===== src/include/clk_pkg.sv =====
// Shared constants for the clock distribution device and its controller.
// Assumes both ends and the link run on the one system clock.
package clk_pkg;
  localparam int NCH = 4;
  localparam int NPAIR = 2;
  // Device register addresses
  localparam logic [7:0] A_GLOBAL = 8'h01;
  localparam logic [7:0] A_GPO_SEL = 8'h46;
  localparam logic [7:0] A_PULSE_CNT = 8'h5A;
  localparam logic [7:0] A_TMR_LO = 8'h5C;
  localparam logic [7:0] A_TMR_HI = 8'h5D;
  localparam logic [7:0] A_STATUS = 8'h7D;
  localparam logic [7:0] A_UPDATE = 8'h9F;
  localparam logic [7:0] A_CH_BASE = 8'hC8;
  // Bit positions
  localparam int G_RESEED = 0;
  localparam int G_RESTART = 1;
  localparam int G_PULSE = 2;
  localparam int ST_VALID = 2;
  localparam int ST_PHASE = 3;
  localparam int CH_EN = 0;
  localparam int CH_SYNC = 1;
  localparam int CH_PMODE = 2;
  // Arbitrary neutral value for the configuration update register
  localparam logic [7:0] UPDATE_VAL = 8'h5A;
  localparam logic [11:0] TMR_RST = 12'h004;
  localparam logic [7:0] PCNT_RST = 8'h04;
  localparam logic [7:0] CH_RST = 8'h10;
  // Counts in reference timer periods
  localparam logic [4:0] CAL_TICKS = 5'd2;
  localparam logic [4:0] PHASE_TICKS = 5'd6;
  localparam logic [4:0] PULSE_GAP_TICKS = 5'd20;
  // Counts in system clock cycles
  localparam logic [19:0] RST_HOLD = 20'h00004;
  localparam logic [19:0] POLL_TIMEOUT = 20'h00FA0;
  // Controller register offsets on AHB-Lite
  localparam logic [7:0] R_CTRL = 8'h00;
  localparam logic [7:0] R_CFG = 8'h04;
  localparam logic [7:0] R_PULSE = 8'h08;
  localparam logic [7:0] R_STATUS = 8'h0C;
  localparam logic [7:0] R_IRQ_ST = 8'h10;
  localparam logic [7:0] R_IRQ_MASK = 8'h14;
  localparam logic [31:0] CFG_RST = 32'h10030004;
  // Controller program steps
  typedef enum logic [2:0] {
    K_WR = 3'b000,
    K_RST = 3'b001,
    K_WAIT = 3'b010,
    K_POLL = 3'b011,
    K_END = 3'b100
  } kind_t;
  typedef struct packed {
    kind_t kind;
    logic [7:0] addr;
    logic [7:0] data;
  } step_t;
endpackage


===== src/include/clk_link_if.sv =====
// Control link between controller and clock distribution device.
// Synchronous to the shared system clock; joined by the testbench.
`timescale 1ns/1ps
interface clk_link_if;
  logic dev_rst;
  logic wr;
  logic [7:0] addr;
  logic [7:0] wdata;
  logic [7:0] rdata;
  logic general_output_pin;
  modport dev(input dev_rst, wr, addr, wdata, output rdata, general_output_pin);
  modport ctl(output dev_rst, wr, addr, wdata, input rdata, general_output_pin);
endinterface


===== src/verilog/clk_ctl_host.sv =====
// System controller for the clock distribution device: runs bring-up,
// shutdown, resync and pulse programs ordered over AHB-Lite.
// Assumes the device shares CLK_I; the valid pin is treated as async.
`timescale 1ns/1ps
// Notes on behaviour
// - Release device reset before any programming
// - Load configuration update values first
// - Program reference timer and pulse count next
// - Program every channel before the restart
// - Restart: write restart one then zero
// - Reseed request aligns divider phases
// - Wait six timer periods after sync
// - Phase status must read one before proceeding
// - Valid flag at address 7D bit 2
// - Valid flag may drive the output pin
// - Pulse request sends chains on pulse channels
// - Shutdown clears enables after receivers ignore
// - Resync sets enable and sync bits first
// - Sync-masked channels keep running untouched
// - Reseed then software re-enables receivers
// - Wait twenty periods before pulse request
// - Channel pairs share one retimed sync
// - Timer is submultiple, at most 4 MHz; the testbench runs it at 5 MHz (4 cycles of a 50 ns clock)
module clk_ctl_host (
  input wire logic CLK_I,
  input wire logic RST_I,
  input wire logic HSEL_I,
  input wire logic [31:0] HADDR_I,
  input wire logic [1:0] HTRANS_I,
  input wire logic HWRITE_I,
  input wire logic [2:0] HSIZE_I,
  input wire logic [31:0] HWDATA_I,
  input wire logic HREADY_I,
  output logic [31:0] HRDATA_O,
  output logic HREADYOUT_O,
  output logic HRESP_O,
  output logic IRQ_O,
  clk_link_if.ctl link
);
  import clk_pkg::*;
  typedef enum logic [1:0] {
    S_IDLE = 2'b00,
    S_EXEC = 2'b01,
    S_WAIT = 2'b10,
    S_POLL = 2'b11
  } state_t;
  typedef enum logic [1:0] {
    OP_BRING = 2'b00,
    OP_SHUT = 2'b01,
    OP_RESYNC = 2'b10,
    OP_PULSE = 2'b11
  } op_t;
  state_t state_reg;
  op_t op_reg;
  logic [4:0] idx_reg;
  logic [19:0] cnt_reg;
  logic [31:0] cfg_reg, irq_mask_reg;
  logic [7:0] pcnt_reg;
  logic [1:0] irq_st_reg, irq_ev;
  logic err_reg, ap_wr_reg, ap_en_reg;
  logic [7:0] ap_addr_reg;
  logic gpo_m_reg, gpo_reg;
  logic [3:0] cmd;
  logic [11:0] per;
  step_t st;

  // Channel config byte: enable, sync enable, pulse mode, divide
  function automatic logic [7:0] ch_byte(logic [31:0] c, int i, logic en);
    ch_byte = {c[31:28], 1'b0, c[20+i], c[16+i], en & c[12+i]};
  endfunction

  // Program table; sequence order is the bring-up order
  function automatic step_t step_f(op_t op, logic [4:0] i, logic [31:0] c,
                                   logic [7:0] pc);
    step_f = '{K_END, 8'h00, 8'h00};
    case (op)
      OP_BRING: begin
        case (i)
          5'd0: step_f = '{K_RST, 8'h00, 8'h00};
          5'd1: step_f = '{K_WR, A_UPDATE, UPDATE_VAL};
          5'd2: step_f = '{K_WR, A_TMR_LO, c[7:0]};
          5'd3: step_f = '{K_WR, A_TMR_HI, {4'h0, c[11:8]}};
          5'd4: step_f = '{K_WR, A_PULSE_CNT, pc};
          5'd5: step_f = '{K_WR, A_GPO_SEL, 8'h01};
          5'd6, 5'd7, 5'd8, 5'd9: begin
            step_f = '{K_WR, A_CH_BASE + {6'h00, i[1:0] - 2'd2},
                       ch_byte(c, int'(i[1:0] - 2'd2), 1'b1)};
          end
          5'd10: step_f = '{K_WR, A_GLOBAL, 8'h02};
          5'd11: step_f = '{K_WR, A_GLOBAL, 8'h00};
          5'd12: step_f = '{K_WAIT, 8'h00, {3'h0, CAL_TICKS}};
          5'd13: step_f = '{K_WR, A_GLOBAL, 8'h01};
          5'd14: step_f = '{K_WR, A_GLOBAL, 8'h00};
          5'd15: step_f = '{K_WAIT, 8'h00, {3'h0, PHASE_TICKS}};
          5'd16: step_f = '{K_POLL, A_STATUS, 8'h00};
          default: step_f = '{K_END, 8'h00, 8'h00};
        endcase
      end
      OP_SHUT, OP_RESYNC: begin
        if (i < 5'd4) begin
          step_f = '{K_WR, A_CH_BASE + {6'h00, i[1:0]},
                     ch_byte(c, int'(i[1:0]), op == OP_RESYNC)};
        end else if (op == OP_RESYNC) begin
          case (i)
            5'd4: step_f = '{K_WR, A_GLOBAL, 8'h01};
            5'd5: step_f = '{K_WR, A_GLOBAL, 8'h00};
            5'd6: step_f = '{K_WAIT, 8'h00, {3'h0, PHASE_TICKS}};
            5'd7: step_f = '{K_POLL, A_STATUS, 8'h00};
            5'd8: begin
              if (c[23:20] != 4'h0) begin
                step_f = '{K_WAIT, 8'h00,
                           {3'h0, PULSE_GAP_TICKS - PHASE_TICKS}};
              end
            end
            5'd9: begin
              if (c[23:20] != 4'h0) step_f = '{K_WR, A_GLOBAL, 8'h04};
            end
            5'd10: step_f = '{K_WR, A_GLOBAL, 8'h00};
            default: step_f = '{K_END, 8'h00, 8'h00};
          endcase
        end
      end
      OP_PULSE: begin
        if (i == 5'd0) step_f = '{K_WR, A_GLOBAL, 8'h04};
        else if (i == 5'd1) step_f = '{K_WR, A_GLOBAL, 8'h00};
      end
      default: step_f = '{K_END, 8'h00, 8'h00};
    endcase
  endfunction

  assign st = step_f(op_reg, idx_reg, cfg_reg, pcnt_reg);
  assign per = (cfg_reg[11:0] == 12'h000) ? 12'h001 : cfg_reg[11:0];
  assign HREADYOUT_O = 1'b1;
  assign HRESP_O = 1'b0;
  assign IRQ_O = |(irq_st_reg & irq_mask_reg[1:0]);

  // Valid pin from the device, resynchronised
  always_ff @(posedge CLK_I or posedge RST_I) begin
    if (RST_I) begin
      gpo_m_reg <= 1'b0;
      gpo_reg <= 1'b0;
    end else begin
      gpo_m_reg <= link.general_output_pin;
      gpo_reg <= gpo_m_reg;
    end
  end

  // AHB-Lite address phase capture and read data
  always_ff @(posedge CLK_I or posedge RST_I) begin
    if (RST_I) begin
      ap_en_reg <= 1'b0;
      ap_wr_reg <= 1'b0;
      ap_addr_reg <= 8'h00;
      HRDATA_O <= 32'h00000000;
    end else begin
      ap_en_reg <= HSEL_I & HTRANS_I[1] & HREADY_I;
      ap_wr_reg <= HWRITE_I;
      ap_addr_reg <= HADDR_I[7:0];
      if (HADDR_I[7:0] == R_CFG) begin
        HRDATA_O <= cfg_reg;
      end else if (HADDR_I[7:0] == R_PULSE) begin
        HRDATA_O <= {24'h000000, pcnt_reg};
      end else if (HADDR_I[7:0] == R_STATUS) begin
        HRDATA_O <= {29'h0, gpo_reg, err_reg, state_reg != S_IDLE};
      end else if (HADDR_I[7:0] == R_IRQ_ST) begin
        HRDATA_O <= {30'h0, irq_st_reg};
      end else if (HADDR_I[7:0] == R_IRQ_MASK) begin
        HRDATA_O <= irq_mask_reg;
      end else begin
        HRDATA_O <= 32'h00000000;
      end
    end
  end

  // Commands; ignored while a program runs
  assign cmd = (ap_en_reg && ap_wr_reg && ap_addr_reg == R_CTRL &&
                state_reg == S_IDLE) ? HWDATA_I[3:0] : 4'h0;

  always_ff @(posedge CLK_I or posedge RST_I) begin
    if (RST_I) begin
      cfg_reg <= CFG_RST;
      pcnt_reg <= PCNT_RST;
      irq_mask_reg <= 32'h00000000;
      irq_st_reg <= 2'b00;
    end else begin
      if (ap_en_reg && ap_wr_reg) begin
        if (ap_addr_reg == R_CFG) begin
          cfg_reg <= HWDATA_I;
        end else if (ap_addr_reg == R_PULSE) begin
          pcnt_reg <= HWDATA_I[7:0];
        end else if (ap_addr_reg == R_IRQ_MASK) begin
          irq_mask_reg <= {30'h0, HWDATA_I[1:0]};
        end
      end
      // Set wins over a write-one clear in the same cycle
      if (ap_en_reg && ap_wr_reg && ap_addr_reg == R_IRQ_ST) begin
        irq_st_reg <= (irq_st_reg & ~HWDATA_I[1:0]) | irq_ev;
      end else begin
        irq_st_reg <= irq_st_reg | irq_ev;
      end
    end
  end

  // Program sequencer
  always_ff @(posedge CLK_I or posedge RST_I) begin
    if (RST_I) begin
      state_reg <= S_IDLE;
      op_reg <= OP_BRING;
      idx_reg <= 5'd0;
      cnt_reg <= 20'h00000;
      err_reg <= 1'b0;
      irq_ev <= 2'b00;
      link.dev_rst <= 1'b1;
      link.wr <= 1'b0;
      link.addr <= 8'h00;
      link.wdata <= 8'h00;
    end else begin
      link.wr <= 1'b0;
      irq_ev <= 2'b00;
      case (state_reg)
        S_IDLE: begin
          idx_reg <= 5'd0;
          if (cmd != 4'h0) begin
            state_reg <= S_EXEC;
            err_reg <= 1'b0;
            if (cmd[0]) op_reg <= OP_BRING;
            else if (cmd[1]) op_reg <= OP_SHUT;
            else if (cmd[2]) op_reg <= OP_RESYNC;
            else op_reg <= OP_PULSE;
          end
        end
        S_EXEC: begin
          link.addr <= st.addr;
          link.wdata <= st.data;
          idx_reg <= idx_reg + 5'd1;
          case (st.kind)
            K_WR: link.wr <= 1'b1;
            K_RST: begin
              link.dev_rst <= 1'b1;
              cnt_reg <= RST_HOLD;
              state_reg <= S_WAIT;
            end
            K_WAIT: begin
              cnt_reg <= 20'(st.data[4:0]) * 20'(per);
              state_reg <= S_WAIT;
            end
            K_POLL: begin
              cnt_reg <= POLL_TIMEOUT;
              state_reg <= S_POLL;
            end
            default: begin
              irq_ev <= 2'b01;
              state_reg <= S_IDLE;
            end
          endcase
        end
        S_WAIT: begin
          if (cnt_reg == 20'h00000) begin
            link.dev_rst <= 1'b0;
            state_reg <= S_EXEC;
          end else begin
            cnt_reg <= cnt_reg - 20'h00001;
          end
        end
        S_POLL: begin
          // Three poll cycles skipped for read latency before the status is trusted
          if (cnt_reg < POLL_TIMEOUT - 20'h00002 && link.rdata[ST_PHASE]) begin
            state_reg <= S_EXEC;
          end else if (cnt_reg == 20'h00000) begin
            err_reg <= 1'b1;
            irq_ev <= 2'b10;
            state_reg <= S_IDLE;
          end else begin
            cnt_reg <= cnt_reg - 20'h00001;
          end
        end
        default: state_reg <= S_IDLE;
      endcase
    end
  end
endmodule


===== src/flat_wrapper.sv =====
// flat-port wrapper written by rule: the top's interface ports become plain ports
module clk_ctl_host_flat import clk_pkg::*;
  (CLK_I, RST_I, HSEL_I, HADDR_I, HTRANS_I, HWRITE_I, HSIZE_I, HWDATA_I, HREADY_I, HRDATA_O, HREADYOUT_O, HRESP_O, IRQ_O, link_dev_rst, link_wr, link_addr, link_wdata, link_rdata, link_general_output_pin);
  clk_link_if link_i ();
  input wire logic CLK_I;
  input wire logic RST_I;
  input wire logic HSEL_I;
  input wire logic [31:0] HADDR_I;
  input wire logic [1:0] HTRANS_I;
  input wire logic HWRITE_I;
  input wire logic [2:0] HSIZE_I;
  input wire logic [31:0] HWDATA_I;
  input wire logic HREADY_I;
  output logic [31:0] HRDATA_O;
  output logic HREADYOUT_O;
  output logic HRESP_O;
  output logic IRQ_O;
  output wire logic [$bits(link_i.dev_rst)-1:0] link_dev_rst;
  output wire logic [$bits(link_i.wr)-1:0] link_wr;
  output wire logic [$bits(link_i.addr)-1:0] link_addr;
  output wire logic [$bits(link_i.wdata)-1:0] link_wdata;
  input wire logic [$bits(link_i.rdata)-1:0] link_rdata;
  input wire logic [$bits(link_i.general_output_pin)-1:0] link_general_output_pin;
  assign link_dev_rst = link_i.dev_rst;
  assign link_wr = link_i.wr;
  assign link_addr = link_i.addr;
  assign link_wdata = link_i.wdata;
  assign link_i.rdata = link_rdata;
  assign link_i.general_output_pin = link_general_output_pin;
  clk_ctl_host u_core (.CLK_I(CLK_I), .RST_I(RST_I), .HSEL_I(HSEL_I), .HADDR_I(HADDR_I), .HTRANS_I(HTRANS_I), .HWRITE_I(HWRITE_I), .HSIZE_I(HSIZE_I), .HWDATA_I(HWDATA_I), .HREADY_I(HREADY_I), .HRDATA_O(HRDATA_O), .HREADYOUT_O(HREADYOUT_O), .HRESP_O(HRESP_O), .IRQ_O(IRQ_O), .link(link_i));
endmodule

===== config.mk =====
export PLATFORM = sky130hd
export DESIGN_NAME = clk_ctl_host_flat
export DESIGN_NICKNAME = d
export VERILOG_FILES = /design/src/include/clk_pkg.sv /design/src/include/clk_link_if.sv /design/src/verilog/clk_ctl_host.sv /design/src/flat_wrapper.sv
export SDC_FILE = /design/constraint.sdc
export NUM_CORES = 1
export LEC_CHECK = 0
export BUFFER_PORTS_ARGS = -buffer_cell sky130_fd_sc_hd__buf_2
export CORE_ASPECT_RATIO = 1.2
export CORE_MARGIN = 2
export CORE_UTILIZATION = 58
export DETAILED_ROUTE_END_ITERATION = 6
export PLACE_DENSITY = 0.81
export SETUP_SLACK_MARGIN = 0.5
export SYNTH_ARGS = -nofsm -noshare
export SYNTH_HDL_FRONTEND = slang
export SYNTH_SLANG_ARGS = --single-unit

===== constraint.sdc =====
create_clock -name CLK_I -period 8.1 [get_ports CLK_I]
set_input_delay 0 -clock CLK_I [delete_from_list [all_inputs] [get_ports CLK_I]]
set_output_delay 0 -clock CLK_I [all_outputs]
set_load 0.01 [all_outputs]

==> metrics.txt <==
Slew HR 0.217; worst path bufs/invs 3; largest family of logic cells by synthesized area compound AO/OA/AOI/OAI gates; Filler Cells Inserted 1064; area share of fa/ha/maj cells after synthesis 0.122; die area 0.0163 mm²; max-slew violations 0; run status complete, no violations; Post-synth EDFFs 0; GR Layer Usage met2 0.532; post-route ant nets 0; Synth top cells by count dfrtp_1 (132), nor2_1 (88), and2_1 (70); Synth Register Bits 138; count of clock tree sinks 138; # diodes 0; Combinational Power Share 0.567; Clock power frac 0.205; Die Y 139 µm; Stages on worst setup path 21; Multi-input gate area 0.00493 mm²; CP max-delay cell dfrtp_1; worst r2r dst u_core.cnt_reg[11]; final WL 24300 µm; unrepaired setup endpoints after global routing false; layer with the highest usage met2; hold crit path type in -> reg; sequential share of power 0.228; CP required 8440 ps; LEAKAGE 4.98 nW; top-count cell post-synth dfrtp_1; TritonCTS clock tree done; max-cap violations 0; post-synthesis mux area share 0.0650; antenna violations before repair 0; internal power 2.06 mW; Post-CTS Resized 0; Synth Area in Compound Gates 0.179; synth top area cells dfrtp_1 (37%), fa_1 (6.8%), mux2_2 (5.5%); CTS Buf Count 17; Top FF cell, synth dfrtp_1; Power Density 364 mW/mm²; 1st-iter DRT viols 650; fin crit share 0.886; crit end category register; NetSw 1.77 mW; Yosys cell types 85; Worst path max stage delay 630 ps; layout cells sized above 1 0.203; vias per inst 6.22; reg-to-reg slack, setup 920 ps; final net count 1187; clock latency on the worst-skew pair 430 ps; via count 7794; Synth top area share 0.373; met3 Usage GRT 0.0714; register area 0.00346 mm²; Worst Hold Depth 3; Crit Reg-Reg Startpoint u_core.idx_reg[1]; Sw Ratio 0.462; Syn Area/Cell 9.72 µm²; Initial Util 0.592; Synth area leader dfrtp_1; Cell Chain, Critical Path clkinv_1, ha_1, o21ai_1, o22a_1, nor2_2, o41a_1, a22o_1, and2_1, fa_1, fa_1, inv_1, fa_1, inv_1, ha_1, o21ai_0, o21ai_0, a31oi_1, o21ai_0, xor2_1, nor3_1, o31ai_1; WL/cell 19.4 µm; Setup Fix Bufs, Post-CTS 0; Area Overhead vs Synth 18.6%; Tmin final 7180 ps; GRT overflow 0; Final Skew 9.54 ps; met1 Resource Use GR 0.361; drt pass-1 iters 7; row cnt 49; # setup viols final 0; CP Data Arrival Time 7510 ps; GPL Wtd Cong 0.953; Synth Warn # 0; Crit Path Max Fanout 14; chip width 117 µm; Max Clk Rate 139 MHz; Reg2Reg Depth 21; Port Buf Inserts 98; critical path type reg -> reg; Cells after Synth 911; pin count of the biggest net entering global routing 71; I/O pins 136; post-synthesis simple-gate area fraction 0.178; hold worst-path end u_core.irq_ev[1]; fraction of the yosys area taken by sequential cells 0.391; CTS HTree Levels 4; post-synth net total 1062; HP Start link_rdata[3]; Total GRT Usage 0.315; startpoint types register; vias in the first global route 8078; XOR/XNOR Fraction of Synth Area 0.0109; first-pass GRT wire length 40200 µm; maximum vdd drop 0.177 mV; Max Buffers Root-to-Sink 2; clock transition at the registers of the reported paths 70 ps; DP HPWL 16000 µm; share of flip-flops with an asynchronous set or reset 1.00; DRC violations left 0; setup TNS 0 ps; post-synthesis cell area 0.00885 mm²; worst slew pin tran 1170 ps; core area 0.0150 mm²; delay-heaviest family, CP compound AO/OA/AOI/OAI gates; post-layout util 0.702; Final Hold Viols 0; clk root buf clkbuf_16
-- cell type report --
class                      instances  area share
clock buffer                      18      0.0418
clock inverter                    14      0.0148
inverter                          61      0.0223
multi-input combinational        664       0.469
sequential                       138       0.330
tap                              204      0.0243
timing repair buffer             154      0.0975
-- power groups by stage --
stage                     Clock, mW  Sequential, mW  Combinational (mW)
after global placement            0           0.876                2.06
final                         0.784           0.873                2.17
after CTS                     0.780           0.869                2.14
after detailed placement          0           0.880                2.09
after floorplan                   0           0.853                1.63
after global routing          0.822           0.883                2.45
-- tightest hold or removal path, stage by stage --
cell and delay, ps:
buf_2 100, a41oi_1 180, and4_1 260
-- per-stage QoR --
step / cell area [µm²] / power (mW) / cells / hold slack [ps] / setup slack [ps]
global placement: 9450 / 2.94 / 1176 / 111 / 1100
detailed placement: 9450 / 2.97 / 1176 / 110 / 1090
floorplan: 8850 / 2.49 / 911 / 31.4 / 1980
global route: 10500 / 4.15 / 1253 / 203 / 534
CTS: 10500 / 3.79 / 1253 / 162 / 1020
finish: 10500 / 3.83 / 1253 / 187 / 923
-- worst max-delay path by stage --
stage                      startpoint            endpoint  slack [ps]
floorplan           u_core.idx_reg[1]  u_core.cnt_reg[16]        1980
global placement    u_core.idx_reg[0]  u_core.cnt_reg[16]        1100
detailed placement  u_core.idx_reg[0]  u_core.cnt_reg[16]        1090
CTS                 u_core.idx_reg[0]  u_core.cnt_reg[16]        1020
global route        u_core.idx_reg[0]  u_core.cnt_reg[11]         530
finish              u_core.idx_reg[1]  u_core.cnt_reg[11]         920
-- metal layers --
metal	up-vias	wire length [µm]
met5	-	0
met4	0	1460
met3	119	1680
met2	408	12300
met1	3783	8900
li1	3484	-
-- kinds of logic (layout without fill, tap and decap cells) --
logic type               after synthesis  count (layout)
AND/OR/NAND/NOR                      307             307
AO/OA/AOI/OAI                        224             224
flip-flops                           138             138
buffers and inverters                109             247
adder cells (fa/ha/maj)               68              68
multiplexers                          52              52
XOR/XNOR                              11              11
other                                  2               2
-- layout by cell type (no fill, tap or decap), types with 5 or more instances in the layout --
| cell | n |
|---|---|
| nor3_1 | 15 |
| fa_1 | 30 |
| a21o_1 | 9 |
| o31ai_1 | 19 |
| inv_1 | 58 |
| o21ai_0 | 26 |
| a31oi_1 | 12 |
| nor4_1 | 9 |
| mux2_2 | 43 |
| dfstp_2 | 6 |
| nand3_1 | 8 |
| a22oi_1 | 6 |
| a21oi_1 | 43 |
| buf_2 | 98 |
| inv_6 | 6 |
| mux2i_1 | 8 |
| ha_1 | 38 |
| and2_1 | 70 |
| nand2_1 | 65 |
| nor2_1 | 88 |
| o22ai_1 | 7 |
| dfrtp_1 | 132 |
| xor2_1 | 5 |
| or2_2 | 5 |
| o21ai_1 | 16 |
| a22o_1 | 9 |
| dlygate4sd3_1 | 45 |
| clkbuf_16 | 17 |
| xnor2_1 | 6 |
| a32oi_1 | 5 |
| o21a_1 | 6 |
| buf_4 | 11 |
| a211oi_1 | 12 |
-- timing repair --
item / in CTS / in global routing
endpoints found under the hold margin: 125 / 0
endpoints found under the setup margin: 0 / 0
hold buffers: 45 / 0
No activity file was read; power rests on OpenSTA's default activity.
